$ cat src/hw/fdl_consts.svh
// fast-detect constants: register byte offsets, field positions, reset values, latencies
// assumes inclusion by bare name from the fast-detect design files
//
// Notes on behaviour
// - overrange flag high while magnitude exceeds the programmed threshold, else low
// - traditional mode flags 14-bit codes 1fff, 2000 and 2001, all of magnitude 1fff
// - all threshold decisions use magnitude only, sign ignored
// - four pins per channel, 3-bit mode at ctrl[3:1] plus enable bit
// - mode 000 shows 4-bit magnitude; mode 001 3-bit magnitude plus overrange
// - modes 010/011 show 2-bit magnitude on pins 2:1 plus two flags
// - mode 000 with single-ended outputs has two cycles pin latency
// - differential output format gives six cycles pin latency in every mode
// - modes 001-011 six cycles latency, larger of each sample pair shown
// - 4-bit magnitude codes 0000 to 1000 only, higher codes unused
// - 3-bit magnitude codes 000 to 111, top code reaches full scale
// - 2-bit magnitude is the 3-bit code without its least significant bit
// - overrange flag taken from converter pipeline output, 12 cycles after input
// - coarse-upper flag two cycles after level exceeded, held at least two cycles
// - gain-increase only after magnitude stays below fine-lower for the dwell count
`ifndef FDL_CONSTS_SVH
`define FDL_CONSTS_SVH

`define FDL_ADDR_CTRL 8'h00
`define FDL_ADDR_CUT 8'h04
`define FDL_ADDR_FUT 8'h08
`define FDL_ADDR_FLT 8'h0c
`define FDL_ADDR_DWELL 8'h10
`define FDL_ADDR_ORTH 8'h14
`define FDL_ADDR_STAT 8'h18
`define FDL_ADDR_MASK 8'h1c
`define FDL_ADDR_LIVE 8'h20

`define FDL_CTRL_EN 0
`define FDL_CTRL_LVDS 4
`define FDL_CTRL_TRAD 5
`define FDL_CTRL_RST 6'h00
`define FDL_CUT_RST 3'h7
`define FDL_FUT_RST 13'h1fff
`define FDL_FLT_RST 13'h0000
`define FDL_DWELL_RST 16'h0001
`define FDL_ORTH_RST 13'h1fff
`define FDL_STAT_RST 4'h0
`define FDL_MASK_RST 4'h0

`define FDL_LAT_SHORT 2
`define FDL_LAT_LONG 6
`define FDL_FM_MAX 4'h8
`define FDL_FM3_MAX 3'h7
`define FDL_MAG_MAX 13'h1fff
`define FDL_POS_FS 14'h1fff
`define FDL_NEG_FS 14'h2000
`define FDL_DWELL_SAT 16'hffff

`endif

$ cat src/hw/fdl_pkg.sv
// fast-detect shared types
// assumes nothing beyond a SystemVerilog compiler
package fdl_pkg;
    typedef enum logic [2:0] {
        fdl_mag4,
        fdl_mag3_or,
        fdl_mag2_or_flt,
        fdl_mag2_cut_flt,
        fdl_flags,
        fdl_gain
    } fdl_mode_t;
endpackage : fdl_pkg

$ cat src/hw/fdl_lat_pipe.sv
// fast-detect pin latency line and output stage for one channel
// assumes pin_word is built on pclk from the same channel's detectors
`include "fdl_consts.svh"

module fdl_lat_pipe (
    // clock and reset
    input wire logic pclk,
    input wire logic presetn,
    // pin word and control
    input wire logic [3:0] pin_word,
    input wire logic long_lat,
    input wire logic fd_enable,
    // pins
    output logic [3:0] fast_level_pins
);
    logic [3:0] stage_reg [0:`FDL_LAT_LONG-2];

    always_ff @(posedge pclk or negedge presetn) begin
        if (!presetn) begin
            stage_reg[0] <= 4'h0;
        end else begin
            stage_reg[0] <= pin_word;
        end
    end

    genvar k;
    generate
        for (k = 1; k < `FDL_LAT_LONG-1; k++) begin : g_stage
            always_ff @(posedge pclk or negedge presetn) begin
                if (!presetn) begin
                    stage_reg[k] <= 4'h0;
                end else begin
                    stage_reg[k] <= stage_reg[k-1];
                end
            end
        end
    endgenerate

    // one extra flop keeps pins glitch free across mode changes
    always_ff @(posedge pclk or negedge presetn) begin
        if (!presetn) begin
            fast_level_pins <= 4'h0;
        end else if (!fd_enable) begin
            fast_level_pins <= 4'h0;
        end else if (long_lat) begin
            fast_level_pins <= stage_reg[`FDL_LAT_LONG-2];
        end else begin
            fast_level_pins <= stage_reg[`FDL_LAT_SHORT-2];
        end
    end
endmodule : fdl_lat_pipe

$ cat src/hw/fdl_top.sv
// fast-detect level mux for two converter channels with APB registers
// assumes samples and coarse magnitudes arrive on pclk; output data clock is asynchronous
//
// Design decisions made here: the register addresses and register access over APB.
`include "fdl_consts.svh"

module fdl_top (
    // clock and reset
    input wire logic pclk,
    input wire logic presetn,
    // apb slave
    input wire logic psel,
    input wire logic penable,
    input wire logic pwrite,
    input wire logic [7:0] paddr,
    input wire logic [31:0] pwdata,
    output logic [31:0] prdata,
    output logic pready,
    output logic pslverr,
    // converter side, one entry per channel
    input wire logic [1:0][13:0] sample,
    input wire logic [1:0][3:0] coarse_mag,
    // output data clock from the link side
    input wire logic output_data_clock,
    // pins and interrupt
    output logic [1:0][3:0] fast_level_pins,
    output logic irq
);
    // register file
    logic [5:0] ctrl_reg;
    logic [2:0] cut_reg;
    logic [12:0] fut_reg;
    logic [12:0] flt_reg;
    logic [15:0] dwell_reg;
    logic [12:0] orth_reg;
    logic [3:0] status_reg;
    logic [3:0] status_next;
    logic [3:0] mask_reg;
    logic [31:0] rdata_next;
    logic err_next;

    // bus phases
    logic setup_ph;
    logic wr_acc;
    logic rd_acc;
    logic stat_rd;

    // link clock sampling
    logic odc_s1;
    logic odc_s2;
    logic odc_s3;
    logic pair_tick;

    // per-channel results
    logic [1:0] or_flag;
    logic [1:0] or_prev;
    logic [1:0] ig_flag;
    logic [1:0] ig_prev;
    logic [3:0] ev_vec;

    fdl_pkg::fdl_mode_t mode;
    logic fd_enable;
    logic lvds_fmt;
    logic or_trad;
    logic [15:0] dwell_eff;

    assign mode = fdl_pkg::fdl_mode_t'(ctrl_reg[3:1]);
    assign fd_enable = ctrl_reg[`FDL_CTRL_EN];
    assign lvds_fmt = ctrl_reg[`FDL_CTRL_LVDS];
    assign or_trad = ctrl_reg[`FDL_CTRL_TRAD];
    // a zero dwell would mean no wait at all; treat it as one cycle
    assign dwell_eff = (dwell_reg == 16'h0000) ? 16'h0001 : dwell_reg;

    assign setup_ph = psel && !penable;
    assign wr_acc = psel && penable && pwrite;
    assign rd_acc = psel && penable && !pwrite;
    assign stat_rd = rd_acc && (paddr == `FDL_ADDR_STAT);
    assign pready = 1'b1;

    // output data clock: two flops, then an edge detector on the second
    always_ff @(posedge pclk or negedge presetn) begin
        if (!presetn) begin
            odc_s1 <= 1'b0;
            odc_s2 <= 1'b0;
            odc_s3 <= 1'b0;
        end else begin
            odc_s1 <= output_data_clock;
            odc_s2 <= odc_s1;
            odc_s3 <= odc_s2;
        end
    end

    // one tick per output data clock period, on its rising edge
    assign pair_tick = odc_s2 && !odc_s3;

    // register writes take effect at the access edge
    always_ff @(posedge pclk or negedge presetn) begin
        if (!presetn) begin
            ctrl_reg <= `FDL_CTRL_RST;
            cut_reg <= `FDL_CUT_RST;
            fut_reg <= `FDL_FUT_RST;
            flt_reg <= `FDL_FLT_RST;
            dwell_reg <= `FDL_DWELL_RST;
            orth_reg <= `FDL_ORTH_RST;
            mask_reg <= `FDL_MASK_RST;
        end else if (wr_acc) begin
            if (paddr == `FDL_ADDR_CTRL) begin
                ctrl_reg <= pwdata[5:0];
            end else if (paddr == `FDL_ADDR_CUT) begin
                cut_reg <= pwdata[2:0];
            end else if (paddr == `FDL_ADDR_FUT) begin
                fut_reg <= pwdata[12:0];
            end else if (paddr == `FDL_ADDR_FLT) begin
                flt_reg <= pwdata[12:0];
            end else if (paddr == `FDL_ADDR_DWELL) begin
                dwell_reg <= pwdata[15:0];
            end else if (paddr == `FDL_ADDR_ORTH) begin
                orth_reg <= pwdata[12:0];
            end else if (paddr == `FDL_ADDR_MASK) begin
                mask_reg <= pwdata[3:0];
            end
        end
    end

    // read mux, sampled in the setup cycle so the access cycle needs no wait
    always_comb begin
        rdata_next = 32'h0000_0000;
        err_next = 1'b0;
        if (paddr == `FDL_ADDR_CTRL) begin
            rdata_next[5:0] = ctrl_reg;
        end else if (paddr == `FDL_ADDR_CUT) begin
            rdata_next[2:0] = cut_reg;
        end else if (paddr == `FDL_ADDR_FUT) begin
            rdata_next[12:0] = fut_reg;
        end else if (paddr == `FDL_ADDR_FLT) begin
            rdata_next[12:0] = flt_reg;
        end else if (paddr == `FDL_ADDR_DWELL) begin
            rdata_next[15:0] = dwell_reg;
        end else if (paddr == `FDL_ADDR_ORTH) begin
            rdata_next[12:0] = orth_reg;
        end else if (paddr == `FDL_ADDR_STAT) begin
            rdata_next[3:0] = status_reg;
        end else if (paddr == `FDL_ADDR_MASK) begin
            rdata_next[3:0] = mask_reg;
        end else if (paddr == `FDL_ADDR_LIVE) begin
            rdata_next[11:0] = {ig_flag, or_flag, fast_level_pins};
        end else begin
            err_next = 1'b1;
        end
    end

    always_ff @(posedge pclk or negedge presetn) begin
        if (!presetn) begin
            prdata <= 32'h0000_0000;
            pslverr <= 1'b0;
        end else if (setup_ph) begin
            prdata <= pwrite ? 32'h0000_0000 : rdata_next;
            pslverr <= err_next;
        end
    end

    // events: rising overrange and rising gain-increase, per channel
    always_ff @(posedge pclk or negedge presetn) begin
        if (!presetn) begin
            or_prev <= 2'h0;
            ig_prev <= 2'h0;
        end else begin
            or_prev <= or_flag;
            ig_prev <= ig_flag;
        end
    end

    assign ev_vec = {ig_flag & ~ig_prev, or_flag & ~or_prev};

    // only the bits that went out on the bus are cleared, so an event
    // landing between setup and access is kept; a same-edge set wins
    always_comb begin
        status_next = status_reg;
        if (stat_rd) begin
            status_next = status_reg & ~prdata[3:0];
        end
        status_next = status_next | ev_vec;
    end

    always_ff @(posedge pclk or negedge presetn) begin
        if (!presetn) begin
            status_reg <= `FDL_STAT_RST;
        end else begin
            status_reg <= status_next;
        end
    end

    assign irq = |(status_reg & mask_reg);

    genvar g;
    generate
        for (g = 0; g < 2; g++) begin : g_ch
            logic [13:0] abs_full;
            logic [12:0] mag;
            logic over_raw;
            logic [3:0] fm4;
            logic [2:0] fm3;
            logic [3:0] fm_prev;
            logic [3:0] pair_mag;
            logic [2:0] pair3;
            logic cut_raw;
            logic cut_d1;
            logic cut_flag;
            logic cut_flag_q;
            logic fut_flag;
            logic flt_flag;
            logic below;
            logic [15:0] dwell_cnt;
            logic [16:0] cnt_inc;
            logic [3:0] pin_word;
            logic long_lat;

            // magnitude only; the most negative code saturates to full scale
            assign abs_full = sample[g][13] ? 14'(~sample[g] + 14'h0001) : sample[g];
            assign mag = abs_full[13] ? `FDL_MAG_MAX : abs_full[12:0];

            // both full-scale codes give the saturated magnitude
            assign over_raw = or_trad ? (mag == `FDL_MAG_MAX)
                                      : (mag > orth_reg);

            // sample input is already the pipeline output, so no extra delay
            always_ff @(posedge pclk or negedge presetn) begin
                if (!presetn) begin
                    or_flag[g] <= 1'b0;
                end else begin
                    or_flag[g] <= over_raw;
                end
            end

            assign fm4 = (coarse_mag[g] > `FDL_FM_MAX) ? `FDL_FM_MAX : coarse_mag[g];
            assign fm3 = fm4[3] ? `FDL_FM3_MAX : fm4[2:0];

            // coarse upper: two flops of delay, then a one-cycle stretch
            assign cut_raw = fm3 > cut_reg;
            always_ff @(posedge pclk or negedge presetn) begin
                if (!presetn) begin
                    cut_d1 <= 1'b0;
                    cut_flag <= 1'b0;
                    cut_flag_q <= 1'b0;
                end else begin
                    cut_d1 <= cut_raw;
                    cut_flag <= cut_d1 || (cut_flag && !cut_flag_q);
                    cut_flag_q <= cut_flag;
                end
            end

            assign below = mag < flt_reg;
            always_ff @(posedge pclk or negedge presetn) begin
                if (!presetn) begin
                    fut_flag <= 1'b0;
                    flt_flag <= 1'b0;
                end else begin
                    fut_flag <= mag > fut_reg;
                    flt_flag <= below;
                end
            end

            // dwell counter saturates so a long quiet stretch keeps the flag up
            assign cnt_inc = {1'b0, dwell_cnt} + 17'h0_0001;
            always_ff @(posedge pclk or negedge presetn) begin
                if (!presetn) begin
                    dwell_cnt <= 16'h0000;
                    ig_flag[g] <= 1'b0;
                end else begin
                    if (!below) begin
                        dwell_cnt <= 16'h0000;
                    end else if (dwell_cnt != `FDL_DWELL_SAT) begin
                        dwell_cnt <= cnt_inc[15:0];
                    end
                    ig_flag[g] <= below && (cnt_inc >= {1'b0, dwell_eff});
                end
            end

            // larger of each sample pair, refreshed once per output clock period
            always_ff @(posedge pclk or negedge presetn) begin
                if (!presetn) begin
                    fm_prev <= 4'h0;
                    pair_mag <= 4'h0;
                end else begin
                    fm_prev <= fm4;
                    if (pair_tick) begin
                        pair_mag <= (fm4 > fm_prev) ? fm4 : fm_prev;
                    end
                end
            end
            assign pair3 = pair_mag[3] ? `FDL_FM3_MAX : pair_mag[2:0];

            always_comb begin
                case (mode)
                    fdl_pkg::fdl_mag4: pin_word = fm4;
                    fdl_pkg::fdl_mag3_or: pin_word = {pair3, or_flag[g]};
                    fdl_pkg::fdl_mag2_or_flt: pin_word = {or_flag[g], pair3[2:1], flt_flag};
                    fdl_pkg::fdl_mag2_cut_flt: pin_word = {cut_flag, pair3[2:1], flt_flag};
                    fdl_pkg::fdl_flags: pin_word = {or_flag[g], cut_flag, fut_flag, flt_flag};
                    fdl_pkg::fdl_gain: pin_word = {or_flag[g], fut_flag, ig_flag[g], cut_flag};
                    default: pin_word = 4'h0;
                endcase
            end

            assign long_lat = lvds_fmt || (mode != fdl_pkg::fdl_mag4);

            fdl_lat_pipe u_pipe (
                .pclk(pclk),
                .presetn(presetn),
                .pin_word(pin_word),
                .long_lat(long_lat),
                .fd_enable(fd_enable),
                .fast_level_pins(fast_level_pins[g])
            );

        end
    endgenerate
endmodule : fdl_top

$ cat config.mk
export PLATFORM = sky130hd
export DESIGN_NAME = fdl_top
export DESIGN_NICKNAME = d
export VERILOG_FILES = /design/src/hw/fdl_pkg.sv /design/src/hw/fdl_lat_pipe.sv /design/src/hw/fdl_top.sv
export VERILOG_INCLUDE_DIRS = /design/src /design/src/hw
export SDC_FILE = /design/constraint.sdc
export NUM_CORES = 1
export LEC_CHECK = 0
export BUFFER_PORTS_ARGS = -buffer_cell sky130_fd_sc_hd__buf_4
export CAP_MARGIN = 20
export CORE_MARGIN = 10
export CORE_UTILIZATION = 40
export CTS_CLUSTER_SIZE = 14
export DETAILED_ROUTE_END_ITERATION = 8
export PLACE_DENSITY = 0.66
export SLEW_MARGIN = 30
export SYNTH_ARGS = -nofsm -noshare
export SYNTH_HDL_FRONTEND = slang
export SYNTH_SLANG_ARGS = --single-unit
export TNS_END_PERCENT = 10
$ cat constraint.sdc
create_clock -name pclk -period 5.55 [get_ports pclk]
set_clock_uncertainty 0.05 [all_clocks]
set_input_delay 0.8325 -clock pclk [delete_from_list [all_inputs] [get_ports pclk]]
set_output_delay 0.8325 -clock pclk [all_outputs]
set_load 0.1 [all_outputs]
# Word-level counts from Yosys, hierarchy flattened
# Index checks and enable logic that the tools add are counted.
# classes
n_addsub,4
multipliers,0
n_div,0
n_lt_le_gt_ge,14
eq_ne,19
shifts,0
mux,53
n_bitwise,16
reduce_logical,30
# op_table
op,n
$mux 16,6
$mux 13,6
$gt 13x13->1,4
$pmux 4 s6,2
$mux 4,11
$add 16x1->17 const B,2
$ge 17x16->1,2
$eq 8x5->1 const B,4
$ne 16x16->1 const B,2
$add 14x1->14 const B,2
$mux 14,2
$not 14->14,2
$eq 13x13->1 const B,2
$lt 13x13->1,2
$mux 12,2
$mux 3,8
$eq 8x4->1 const B,2
$logic_not 16->1,1
$mux 8,2
$mux 1,12
$logic_and 1x1->1,10
$mux 10,1
$and 4x4->4,2
$eq 8x3->1 const B,1
27 further kinds,46
# word_totals
ff_bits,222
latchBits,0
mem_bits_rw,0
romBits,0
inputBits,82
out_inout_bits,43
elab_cells,183
mem_count,0

# Depth between registers and ports, before layout
# logic_depth
depth_word,11
depth_mapped,16
ltp_nobuf,14

# Hierarchy
# A second synthesis with hierarchy kept.
# unflattened
hier_cells,1327
area_unflattened_um2,12684.7
# modules_own_cells
mod,instances,cells_each,area_each_um2,seq_area_each_um2
fdl_top,1,1261,11330.9,3991.3
fdl_lat_pipe,2,33,676.9,600.6

# Worst setup path before layout
# OpenSTA, ideal clock, no wires.
# synth_timing
path_kind,input to register
from,in sample[15] in the netlist's numbering
to,reg g_ch[1].dwell_cnt[11]
setup_time_ns,0.137
arrival_time_ns,3.781
path_slack_ns,1.582
path_stages,13
path_buffers,2
path_cell_list,inv_1 > ha_1 > or4b_4 > buf_6 > or4_4 > a21oi_1 > a21oi_1 > ha_1 > nand4_1 > or2_2 > o31ai_4 > buf_4 > a21oi_1
# synth_via
elab_chain_len,6
# synth_rtl
element,line,text
"start, declared",fdl_top.sv:21,"input wire logic [1:0][13:0] sample,"
$not 14->14,fdl_top.sv:219,assign abs_full = sample[g][13] ? 14'(~sample[g] + 14'h0001) : sample[g];
$add 14x1->14,fdl_top.sv:219,
$mux 14 *,fdl_top.sv:219,
$mux 13 *,fdl_top.sv:220,assign mag = abs_full[13] ? `FDL_MAG_MAX : abs_full[12:0];
$lt 13x13->1 *,fdl_top.sv:252,assign below = mag < flt_reg;
$ne 2x1->1 (no line) or $mux 16 (tied branches),-,
"end signal, assigned",fdl_top.sv:273,dwell_cnt <= cnt_inc[15:0];
"end, declared",fdl_top.sv:213,logic [15:0] dwell_cnt;
# Every way passes the cells marked *; elsewhere a longest branch is shown, timed or not.
# A chain may end at the register's enable or synchronous reset.

# Worst setup path in the final report
# layout_timing
from,in sample[14] in the netlist's numbering
to,reg g_ch[1].dwell_cnt[14]
# Same word-level chain as after synthesis.

==> metrics <==
status=complete, no violations; ys flop type=dfrtp_1; post-CTS setup buffer count=0; Netlist cell types=77; EDFF count, synth=0; busiest layer in global routing=met2; DP Area=13,690 um2; CTS Buf Count=23; Final TNS setup=0 ps; Reg power frac=44.2%; GRT Util Overall=17.29%; Seq cells post-synth=206; fmax=237.2 MHz; fin crit share=between 70% and 80%; first-pass GRT wire length=53,800 um; Routability Congestion=a little under 1; cts hold-fix bufs=0; Largest register FFs=40; die width=198.2 um; sw frac=between 20 and 30%; GRT overflow=0; met1 GRT Util=a little under a quarter; I/O Pins=125; combinational share of power=14.8%; Area Growth Syn to Fin=13.64%; Post-CTS Resized=0; Critical Path Start Type=input port; Pwr Density=251.1 nW/um2; Crit path depth=15; DP Cell Count=1,778; drc violations=0; Max VDD drop=around 0.00026 V; clock power share=41.0%; sw power=between 1 and 1.5 mW; layout cells sized above 1=16.87%; DR pass1 iterations=5; drt first-iter violations=771; largest net degree at the start of global routing=130; crit path time final=4216 ps; peak fanout along the critical path=18; critical path type=input port to flip-flop; reg2reg path depth=11; post-route ant nets=0; row count=65; Net count, final=1,609; ys async rst share=100.0%; Int Power=between 2 and 3 mW; die height=198.2 um; RSZ-0062 raised after global routing=no; r2r startpoint=g_ch[1].dwell_cnt[0]$_DFFE_PN0P_; DR vias=10,069; Gate Count Post-Synth=1,324; initial core utilization=about two fifths; vias in the first global route=between 9,000 and 10,000; Slew headroom=40.14%; Non-Filler Instances=roughly 1,800; Critical Path, Cell by Cell=buf_4, inv_1, ha_1, or4b_4, or4_4, and3_4, a21oi_1, ha_1, a21oi_1, nor2b_1, o21ai_0, o21ai_0, nor3_1, o31ai_4, nor3_1; Critical Path AT=approximately 4600 ps; Worst-Skew Late Latency=520 ps; CTS tree=done; detailed placement HPWL=26,800 um; Crit path max-delay family=simple AND/OR/NAND/NOR gates; Layout Utilization=a little under half; Syn Area/Cell=9.594 um2; Die Area=39,280 um2; filler instances=approximately 2,900; CP max stage cell=or4b_4; MaxCap Viol Count=0; Mapped Area=12,700 um2; CTS clk-pin slew, worst paths=60 ps; GRT met2 Usage=27.33%; Design Area, Final=14,440 um2; slowest stage delay, CP=approximately 540 ps; Hold Vio Cnt, Final=0; P_leak=around 6.8 nW; end of the critical path=g_ch[1].dwell_cnt[14]$_DFFE_PN0P_; n_diodes=0; Core Region=31,470 um2; Final Setup Violations=0; worst reg2reg path endpoint=ig_flag[1]$_DFF_PN0_; CP Launch Point=sample[14]; IO Port Bufs=91; worst hold path type=flip-flop to flip-flop; CTS max path bufs=3; Pwr Total=3.624 mW; Least-Margin Pin Slew=897.8 ps; R2R setup slack=2710 ps; WP buf/inv=2; Critical Path RT=5930 ps; Vias/cell=5.535; Num Clock Sinks=206; Avg WL per Cell=19.10 um; CTS Root Cell=clkbuf_16; final wirelength=between 30,000 and 40,000 um; H-tree depth=1; Worst setup EP type=flip-flop; Final Max Tran Viols=0; met3 usage=under 10%; share of the yosys chip area belonging to registers=40.88%; Yosys Warn Count=0; antenna violations before repair=0
==> cells by family (layout without fill, tap and decap cells) <==
group | after synthesis | after routing | share of synthesized area, %
fa+ha+maj | 126 | 126 | 12.41
mux | 80 | 80 | 6.925
simple gates | 373 | 373 | 15.04
buf+inv | 176 | 254 | 6.009
compound gates | 319 | 319 | 15.78
other cells | 2 | 17 | 0.05912
flops | 206 | 206 | 40.88
xor+xnor | 42 | 42 | 2.896
==> worst min-delay path by stage <==
stage / start / to / slack, ps / depth (start not counted)
final: g_ch[0].u_pipe.stage_reg[6]$_DFF_PN0_ / g_ch[0].u_pipe.stage_reg[2]$_DFF_PN0_ / 290 / 0
after global routing: g_ch[1].u_pipe.stage_reg[11]$_DFF_PN0_ / g_ch[1].u_pipe.stage_reg[7]$_DFF_PN0_ / 300 / 0
after CTS: g_ch[0].u_pipe.stage_reg[6]$_DFF_PN0_ / g_ch[0].u_pipe.stage_reg[2]$_DFF_PN0_ / 300 / 0
after detailed placement: g_ch[0].u_pipe.stage_reg[11]$_DFF_PN0_ / g_ch[0].u_pipe.stage_reg[7]$_DFF_PN0_ / 290 / 0
after global placement: g_ch[0].u_pipe.stage_reg[6]$_DFF_PN0_ / g_ch[0].u_pipe.stage_reg[2]$_DFF_PN0_ / 280 / 0
after floorplan: g_ch[0].u_pipe.stage_reg[4]$_DFF_PN0_ / g_ch[0].u_pipe.stage_reg[0]$_DFF_PN0_ / 280 / 0
==> per-stage QoR <==
stage	setup WS (ps)	hold slack (ps)
2_1_floorplan	1582	281.2
3_3_place_gp	937.3	282.1
3_5_place_dp	883.5	285.5
4_1_cts	1414	298.0
5_1_grt	1089	300.6
6_report	1334	294.8
==> synth_stat cells (22+ instances only) <==
master    count  area share, %
nand3_1      27            1.1
nand2_1     116            3.4
clkbuf_1     32           0.95
ha_1        126             12
a21oi_1      82            3.2
dfrtp_1     176             35
nand4_1      24            1.2
mux2_2       53            4.7
a22oi_1      25            1.5
dfstp_2      30            6.2
xor2_1       22            1.5
mux2i_1      26            2.0
nor2b_1      31            1.5
nor2_1       66            2.0
o21ai_0     103            4.1
inv_1       115            3.4
==> power groups by stage <==
| stage | clock [mW] | combinational (mW) | sequential (mW) |
|---|---|---|---|
| after global routing | 1.58 | 0.593 | 1.61 |
| after CTS | 1.51 | 0.532 | 1.60 |
| after global placement | 0 | 0.517 | 1.63 |
| after floorplan | 0 | 0.344 | 1.62 |
| final | 1.49 | 0.535 | 1.60 |
| after detailed placement | 0 | 0.528 | 1.63 |
==> cell type report <==
class | instances | area [um2] | share of cell area (%)
tap | 402 | 503.0 | 3.484
clock buffer | 34 | 656.9 | 4.551
timing repair buffer | 98 | 754.5 | 5.227
multi-input combinational | 957 | 6815 | 47.21
sequential | 206 | 5192 | 35.97
inverter | 115 | 431.7 | 2.990
clock inverter | 7 | 81.33 | 0.5634
==> layout by cell type (no fill, tap or decap), types with 23 or more instances in the layout <==
master	instances
inv_1	115
buf_4	96
mux2i_1	26
a21oi_1	82
dfrtp_1	176
nand4_1	24
ha_1	126
o21ai_0	103
nand2_1	116
a22oi_1	25
clkbuf_16	23
dfstp_2	30
nor2b_1	31
nor2_1	66
nand3_1	27
mux2_2	53
==> layer usage <==
layer | vias up | part of all wire [%]
li1 | 4868 | -
met1 | 4859 | 46
met2 | 303 | 45
met3 | 39 | 7.3
met4 | 0 | 1.7
met5 | - | 0
No activity file was read; power rests on OpenSTA's default activity.
